[config.mk]
export PLATFORM = sky130hd
export DESIGN_NAME = splc_bound_cmp
export DESIGN_NICKNAME = d
export VERILOG_FILES = /design/src/logic/splc_bound_cmp.sv
export SDC_FILE = /design/constraint.sdc
export NUM_CORES = 1
export LEC_CHECK = 0
export BUFFER_PORTS_ARGS = -buffer_cell sky130_fd_sc_hd__buf_2
export CORE_ASPECT_RATIO = 1.25
export CORE_UTILIZATION = 40
export DETAILED_ROUTE_END_ITERATION = 6
export PLACE_DENSITY = 0.76
export SLEW_MARGIN = 20
export SYNTH_ARGS = -nofsm -noshare
export SYNTH_HDL_FRONTEND = slang
export SYNTH_SLANG_ARGS = --single-unit
[constraint.sdc]
create_clock -name vclk -period 2.9
set_clock_uncertainty 0.15 [all_clocks]
set_input_delay 0.58 -clock vclk [all_inputs]
set_output_delay 0.58 -clock vclk [all_outputs]
set_load 0.1 [all_outputs]
[src/logic/splc_bound_cmp.sv]
// Address comparator for the stack pointer limit checker.
// Compares one effective address against the upper limit and the floor.
// Assumes all three inputs are word aligned byte addresses.
`timescale 1ns/1ps
module splc_bound_cmp #(
  parameter int WIDTH = 16
) (
  // Operands
  input  wire logic [WIDTH-1:0] addr,
  input  wire logic [WIDTH-1:0] upperLimit,
  input  wire logic [WIDTH-1:0] floorAddr,
  // Results
  output logic                  aboveLimit,
  output logic                  belowFloor
);

  // Both comparisons are unsigned address compares.
  assign aboveLimit = addr > upperLimit;
  assign belowFloor = addr < floorAddr;

endmodule // splc_bound_cmp

==> impl_metrics.env, run 1 <==
export IMPL_status="finished, final reports clean"
export IMPL_worst_slew_pin_slew_ps=500.3
export IMPL_grt_antenna_before_repair=0
export IMPL_synth_top_area_cell="ha_1"
export IMPL_dp_hpwl_um=1745
export IMPL_period_minus_slack_ps=2763
export IMPL_post_cts_buffers=0
export IMPL_cp_arrival_ps=2030
export IMPL_drv_slew=0
export IMPL_worst_slack_ps=136.7
export IMPL_nClkBuffers=0
export IMPL_hold_violations=0
export IMPL_place_gp_congestion=0.8187
export IMPL_synth_nets=188
export IMPL_antennaDiodeCount=0
export IMPL_io_pins=50
export IMPL_synth_area_leaders="ha_1 (49%), inv_1 (15%), a21oi_1 (6.9%)"
export IMPL_crit_type="input pin to output port"
export IMPL_setup_tns_ps=0
export IMPL_drcViolationCount=0
export IMPL_rows=17
export IMPL_firstDrtPassIters=4
export IMPL_slew_headroom_pct=66.34
export IMPL_chipWidth_um=41.90
export IMPL_ys_warn_count=0
export IMPL_start_util_pct=44.01
export IMPL_cap_violations=0
export IMPL_coreArea_mm2=0.001808
export IMPL_ff_latch_area_um2=0
export IMPL_totalWireLength_um=1830
export IMPL_syn_to_final_growth_pct=39.94
export IMPL_worstHoldPathType="input pin to output port"
export IMPL_start_kind="input pin"
export IMPL_post_place_ws_ps=144.3
export IMPL_p_leak_nw=0.7284
export IMPL_grt_max_degree=4
export IMPL_synth_top_area_share_pct=48.74
export IMPL_cts_hold_buf=0
export IMPL_synth_cell_area_um2=795.8
export IMPL_cts_resized=0
export IMPL_multiInputGateArea_um2=689.4
export IMPL_p_per_area_mw_per_mm2=160.5
export IMPL_whs_ps=1628
export IMPL_die_y_um=51.87
export IMPL_gr_total_overflow=0
export IMPL_fin_util_pct=61.59
export IMPL_fmax_mhz=361.9
export IMPL_final_antenna_net_count=0
export IMPL_final_setup_viol_count=0
export IMPL_ir_worst_vdd_v=0.0001185
export IMPL_ys_seq_area_share_pct=0
export IMPL_track_usage_pct=17.20
export IMPL_rsz0062_at_grt="no"
export IMPL_routed_via_count=905
export IMPL_crit_fanout=2
export IMPL_syn_area_per_cell_um2=7.301
export IMPL_wl_per_cell_um=10.28
export IMPL_layout_drive_gt1_share_pct=35.22
export IMPL_ys_types=23
export IMPL_nets=240
export IMPL_critPathCaptureType="output port"
export IMPL_vias_per_cell=5.084
export IMPL_portBuffers=50
export IMPL_syn_inst=109
export IMPL_grt_first_pass_wirelength_um=3091
export IMPL_grt_pass1_vias=850
export IMPL_fin_crit_sh_pct=95.29
export IMPL_final_fill_count=176
export IMPL_dieArea_mm2=0.002173
export IMPL_drt_iter0_drc=10
export IMPL_seq_cells=0
export IMPL_required_ps=2170
## layer usage
| metal | routed length [um] | global-route usage, % | part of all wire, % |
|---|---|---|---|
| met1 | 710 | 17.75 | 39 |
| met2 | 1027 | 38.80 | 56 |
| met3 | 91 | 0.6944 | 5.0 |
| met4 | 0 | 0 | 0 |
| met5 | 0 | 0 | 0 |
## synthesized netlist by cell type
master / number
inv_1: 32
nand4_1: 5
a221oi_1: 1
a221o_1: 1
a21oi_1: 11
nor3_2: 1
a21oi_2: 1
nor4_1: 1
nand4_2: 1
o21ai_0: 2
a211oi_1: 1
a21o_1: 3
nand2b_1: 1
nor2b_2: 1
o21ai_1: 1
o211ai_2: 1
nor2_1: 2
nand2_1: 6
nand3_1: 3
and3_1: 1
a2111oi_2: 1
ha_1: 31
or2_1: 1
## cell usage in the layout, fill, tap and decap left out
cell        n
a221oi_1    1
o21ai_1     1
nor2b_2     1
or2_1       1
o21ai_0     2
nor4_1      1
a21oi_4     1
a2111oi_2   1
a211oi_1    1
buf_2      48
and3_1      1
a221o_1     1
nand4_2     1
buf_12      2
nand4_1     5
a21oi_1    11
nand2b_1    1
ha_1       31
nand3_1     3
a21o_1      3
o211ai_2    1
nand2_1     6
nor2_1      2
nor3_4      1
inv_1      32
## worst max-delay path, stage by stage
cell and delay (ps):
buf_2 110, ha_1 290, nor2b_2 160, o211ai_2 140, a2111oi_2 80, a211oi_1 370
a21oi_4 110, buf_12 190
## worst paths after layout
kind | cells past startpoint | start | endpoint | slack [ps]
setup / recovery | 8 | addr[1] | aboveLimit | 140
hold / removal | 5 | addr[15] | belowFloor | 1630
## kinds of logic (layout without fill, tap and decap cells)
logic type | after synthesis | after routing | synth area share, %
adder cells (fa/ha/maj) | 31 | 31 | 48.74
buffers and inverters | 32 | 82 | 15.09
AO/OA/AOI/OAI | 23 | 23 | 19.50
AND/OR/NAND/NOR | 23 | 23 | 16.67
## metrics by stage
stage | instances | instance area [um2] | power, mW
2_1_floorplan | 109 | 809.5 | 0.1089
3_3_place_gp | 178 | 1114 | 0.1733
3_5_place_dp | 178 | 1114 | 0.1794
4_1_cts | 178 | 1114 | 0.1804
5_1_grt | 178 | 1114 | 0.1990
6_report | 178 | 1114 | 0.1787
## layout make-up
type	instances	share of cell area, %
multi-input combinational	77	61.91
inverter	32	10.79
timing repair buffer	50	25.17
tap	19	2.135
## power breakdown
part	leakage [nW]	internal [mW]	switching [mW]
sequential	0	0	0
clock	0	0	0
combinational	0.728	0.0828	0.0959
total	0.728	0.0828	0.0959
No activity file was read; power rests on OpenSTA's default activity.
==> run 2: changes to the inputs <==
--- a/config.mk
+++ b/config.mk
@@ -5,11 +5,12 @@
 export SDC_FILE = /design/constraint.sdc
 export NUM_CORES = 1
 export LEC_CHECK = 0
+export ABC_AREA = 1
 export BUFFER_PORTS_ARGS = -buffer_cell sky130_fd_sc_hd__buf_2
 export CORE_ASPECT_RATIO = 1.25
 export CORE_UTILIZATION = 40
 export DETAILED_ROUTE_END_ITERATION = 6
-export PLACE_DENSITY = 0.76
+export PLACE_DENSITY = 0.75
 export SLEW_MARGIN = 20
 export SYNTH_ARGS = -nofsm -noshare
 export SYNTH_HDL_FRONTEND = slang
==> impl_metrics.env, run 2 <==
export IMPL_p_per_area_mw_per_mm2=158.7
export IMPL_synth_top_area_cell="ha_1"
export IMPL_cts_hold_buf=0
export IMPL_fmax_mhz=404.6
export IMPL_seq_cells=0
export IMPL_final_antenna_net_count=0
export IMPL_ir_worst_vdd_v=0.00008092
export IMPL_synthTopCellsByCount="inv_1 (37), nand2_1 (34), ha_1 (31), a21oi_1 (11), nor2_1 (8)"
export IMPL_portBuffers=50
export IMPL_switching_share_pct=54.90
export IMPL_grt_max_degree=4
export IMPL_rsz0062_at_grt="no"
export IMPL_slew_headroom_pct=85.70
export IMPL_synthAdderAreaFrac_pct=46.41
export IMPL_period_minus_slack_ps=2472
export IMPL_drv_slew=0
export IMPL_syn_inst=137
export IMPL_nets=268
export IMPL_setup_tns_ps=0
export IMPL_routed_via_count=953
export IMPL_p_clk_share_pct=0
export IMPL_ys_seq_area_share_pct=0
export IMPL_fin_crit_sh_pct=85.23
export IMPL_antennaDiodeCount=0
export IMPL_drt_iter0_drc=5
export IMPL_grt_pass1_vias=862
export IMPL_grt_antenna_before_repair=0
export IMPL_status="finished, final reports clean"
export IMPL_synth_compound_area_share_pct=10.78
export IMPL_mostFrequentLayoutCells="buf_2 (48), inv_1 (37), nand2_1 (34)"
export IMPL_synthXorXnorAreaFrac_pct=0
export IMPL_crit_path_max_incr_delay_ps=300
export IMPL_synth_cell_area_um2=835.8
export IMPL_dp_hpwl_um=1688
export IMPL_cp_arrival_ps=1740
export IMPL_chipWidth_um=42.89
export IMPL_syn_area_per_cell_um2=6.101
export IMPL_layout_commonest_cell="buf_2"
export IMPL_nClkBuffers=0
export IMPL_coreArea_mm2=0.001982
export IMPL_drcViolationCount=0
export IMPL_final_fill_count=188
export IMPL_muxShareOfSynthArea_pct=0
export IMPL_pwr_share_seq_pct=0
export IMPL_fin_util_pct=57.58
export IMPL_p_int_mw=0.08168
export IMPL_rows=18
export IMPL_ys_types=15
export IMPL_place_gp_congestion=0.8758
export IMPL_synth_nets=216
export IMPL_yosysMostFrequentCell="inv_1"
export IMPL_worst_slew_pin_slew_ps=212.9
export IMPL_worstHoldPathType="input pin to output port"
export IMPL_p_leak_nw=0.7907
export IMPL_worst_slack_ps=428.3
export IMPL_required_ps=2170
export IMPL_start_util_pct=42.17
export IMPL_post_cts_buffers=0
export IMPL_synth_top_area_share_pct=46.41
export IMPL_syn_to_final_growth_pct=36.53
export IMPL_cts_resized=0
export IMPL_layout_drive_gt1_share_pct=30.48
export IMPL_crit_chain="buf_2 > ha_1 > a21oi_1 > nor2_1 > nor3_2 > nand2_1 > a21oi_2 > buf_12"
export IMPL_crit_type="input pin to output port"
export IMPL_io_pins=50
export IMPL_die_y_um=53.11
export IMPL_wl_per_cell_um=8.440
export IMPL_dieArea_mm2=0.002277
export IMPL_synth_area_leaders="ha_1 (46%), inv_1 (17%), nand2_1 (15%)"
export IMPL_synth_top_family_by_area="adder cells"
export IMPL_post_place_ws_ps=434.7
export IMPL_p_sw_mw=0.09943
export IMPL_ys_warn_count=0
export IMPL_power_mw=0.1811
export IMPL_yosys_area_share_simple_pct=24.85
export IMPL_firstDrtPassIters=3
export IMPL_ff_latch_area_um2=0
export IMPL_totalWireLength_um=1747
export IMPL_critPathCaptureType="output port"
export IMPL_crit_slowest_cell="ha_1"
export IMPL_vias_per_cell=4.604
export IMPL_grt_first_pass_wirelength_um=2973
export IMPL_final_setup_viol_count=0
export IMPL_gr_total_overflow=0
export IMPL_cap_violations=0
export IMPL_start_kind="input pin"
export IMPL_hold_violations=0
export IMPL_track_usage_pct=15.73
export IMPL_crit_fanout=2
export IMPL_combPwrFrac_pct=100.0
==> run 2: logic make-up after synthesis <==
| family | count (synthesis) |
|---|---|
| and+or+nand+nor | 50 |
| AOI/OAI and AO/OA | 16 |
| adders and majority gates | 31 |
| buffers and inverters | 40 |
==> run 2: metal layers <==
layer,global-route usage (%),share of wire (%)
met5,0,0
met4,0,0
met3,0,4.5
met2,35.61,54
met1,16.36,41
==> run 2: worst paths after layout <==
check | startpoint | to | slack (ps) | cells after the start
max | addr[5] | belowFloor | 430 | 8
min | addr[15] | belowFloor | 1580 | 6
==> run 2: cell type report <==
class / count / area (um2) / area share [%]
multi-input cells: 97 / 685.7 / 60.09
inverters: 40 / 150.1 / 13.16
well taps: 20 / 25.02 / 2.193
repair buffers: 50 / 280.3 / 24.56
==> run 2: worst max-delay path, delay by kind of cell <==
kind,cells,cell delay (ps)
AOI/OAI and AO/OA,2,310
and+or+nand+nor,3,240
adders and majority gates,1,300
buffers and inverters,2,310
==> run 2: power by group through the flow <==
stage / combinational, mW / clock [mW] / sequential (mW)
after floorplan: 0.112 / 0 / 0
after global placement: 0.176 / 0 / 0
after detailed placement: 0.182 / 0 / 0
after CTS: 0.184 / 0 / 0
after global routing: 0.206 / 0 / 0
final: 0.181 / 0 / 0
==> run 2: through the flow <==
| step | area, um2 | hold slack [ps] | cells |
|---|---|---|---|
| 2_1_floorplan | 835.8 | 1434 | 137 |
| 3_3_place_gp | 1141 | 1582 | 207 |
| 3_5_place_dp | 1141 | 1590 | 207 |
| 4_1_cts | 1141 | 1585 | 207 |
| 5_1_grt | 1141 | 1611 | 207 |
| 6_report | 1141 | 1576 | 207 |
==> run 3: changes to the inputs <==
--- a/config.mk
+++ b/config.mk
@@ -8,9 +8,9 @@
 export ABC_AREA = 1
 export BUFFER_PORTS_ARGS = -buffer_cell sky130_fd_sc_hd__buf_2
 export CORE_ASPECT_RATIO = 1.25
-export CORE_UTILIZATION = 40
+export CORE_UTILIZATION = 50
 export DETAILED_ROUTE_END_ITERATION = 6
-export PLACE_DENSITY = 0.75
+export PLACE_DENSITY = 0.91
 export SLEW_MARGIN = 20
 export SYNTH_ARGS = -nofsm -noshare
 export SYNTH_HDL_FRONTEND = slang
==> impl_metrics.env, run 3 (synthesis gave the netlist of run 2 again) <==
export IMPL_track_usage_pct=20.72
export IMPL_slew_headroom_pct=80.45
export IMPL_nets=268
export IMPL_crit_path_max_incr_delay_ps=290
export IMPL_grt_pass1_vias=823
export IMPL_drt_iter0_drc=7
export IMPL_critPathLaunch="addr[7]"
export IMPL_status="finished, final reports clean"
export IMPL_final_setup_viol_count=0
export IMPL_grt_antenna_before_repair=0
export IMPL_ir_worst_vdd_v=0.0001248
export IMPL_dieArea_mm2=0.001840
export IMPL_p_per_area_mw_per_mm2=160.1
export IMPL_drcViolationCount=0
export IMPL_coreArea_mm2=0.001562
export IMPL_wl_per_cell_um=9.044
export IMPL_required_ps=2170
export IMPL_holdPathEnd="belowFloor"
export IMPL_fmax_mhz=391.1
export IMPL_crit_chain="buf_2 > ha_1 > nand2_1 > nor2_2 > nand2_1 > nand2_1 > nand2_1 > a21oi_2 > buf_12"
export IMPL_setup_tns_ps=0
export IMPL_start_kind="input pin"
export IMPL_seq_cells=0
export IMPL_final_antenna_net_count=0
export IMPL_cp_num_buf_inv=2
export IMPL_grt_busiest_layer="met2"
export IMPL_totalWireLength_um=1854
export IMPL_grt_max_degree=4
export IMPL_hold_violations=0
export IMPL_grt_first_pass_wirelength_um=2815
export IMPL_gr_total_overflow=0
export IMPL_grt_met3_usage_pct=0.9302
export IMPL_hold_depth=6
export IMPL_worstHoldPathType="input pin to output port"
export IMPL_antennaDiodeCount=0
export IMPL_die_y_um=47.71
export IMPL_rsz0062_at_grt="no"
export IMPL_vias_per_cell=4.702
export IMPL_power_mw=0.1823
export IMPL_mostFrequentLayoutCells="buf_2 (48), inv_1 (37), nand2_1 (34)"
export IMPL_cap_violations=0
export IMPL_dp_hpwl_um=1789
export IMPL_layout_commonest_cell="buf_2"
export IMPL_place_gp_congestion=0.7281
export IMPL_firstDrtPassIters=4
export IMPL_path_common_cell="nand2_1"
export IMPL_p_leak_nw=0.7907
export IMPL_rows=16
export IMPL_routed_via_count=964
export IMPL_portBuffers=50
export IMPL_crit_slowest_cell="ha_1"
export IMPL_nClkBuffers=0
export IMPL_crit_fanout=2
export IMPL_layout_drive_gt1_share_pct=30.48
export IMPL_period_minus_slack_ps=2557
export IMPL_crit_type="input pin to output port"
export IMPL_min_delay_start="addr[15]"
export IMPL_start_util_pct=53.53
export IMPL_cts_hold_buf=0
export IMPL_chipWidth_um=38.57
export IMPL_ff_latch_area_um2=0
export IMPL_drv_slew=0
export IMPL_cp_arrival_ps=1830
export IMPL_grt_use_met1_pct=18.06
export IMPL_use_met2_pct=49.00
export IMPL_cts_resized=0
export IMPL_worst_slew_pin_slew_ps=291.1
export IMPL_io_pins=50
export IMPL_syn_to_final_growth_pct=36.23
export IMPL_post_cts_buffers=0
export IMPL_path_delay_family="simple AND/OR/NAND/NOR gates"
export IMPL_critPathCaptureType="output port"
export IMPL_fin_crit_sh_pct=88.17
==> run 3: area by class of cell <==
type               instances  area (um2)
fillers                  128       422.9
inverters                 40       150.1
multi-input cells         97       685.7
well taps                 18       22.52
repair buffers            50       280.3
==> run 3: worst min-delay path: stages <==
cell,delay (ps)
buf_2,100
ha_1,140
nor2_1,40
nand3_1,90
a21oi_2,50
buf_12,160
==> run 3: routing by layer <==
metal  vias to the layer above  routed length (um)
li1                        529                   -
met5                         -                   0
met4                         0                   0
met3                         0                  63
met2                        24                1123
met1                       411                 668
==> run 3: worst max path at each step <==
stage                     slack (ps)  depth (start not counted)    endpoint
final                            340                          9  aboveLimit
after global routing             320                          8  belowFloor
after CTS                        360                          9  aboveLimit
after detailed placement         360                          9  aboveLimit
after global placement           440                          8  belowFloor
after floorplan                   60                          7  belowFloor
==> run 3: per-stage QoR <==
stage          worst slack (ps)  instances  instance area (um2)  util (%)  hold WS, ps
6_report                  343.1        205                 1139     72.92         1586
2_1_floorplan             56.77        137                835.8         -         1434
4_1_cts                   356.4        205                 1139     72.92         1589
3_3_place_gp              441.5        205                 1139     72.92         1572
3_5_place_dp              364.2        205                 1139     72.92         1594
5_1_grt                   316.3        205                 1139     72.92         1631
==> run 3: power breakdown <==
group / internal (mW) / total [mW] / switching, mW
clock: 0 / 0 / 0
combinational: 0.0813 / 0.182 / 0.101
sequential: 0 / 0 / 0
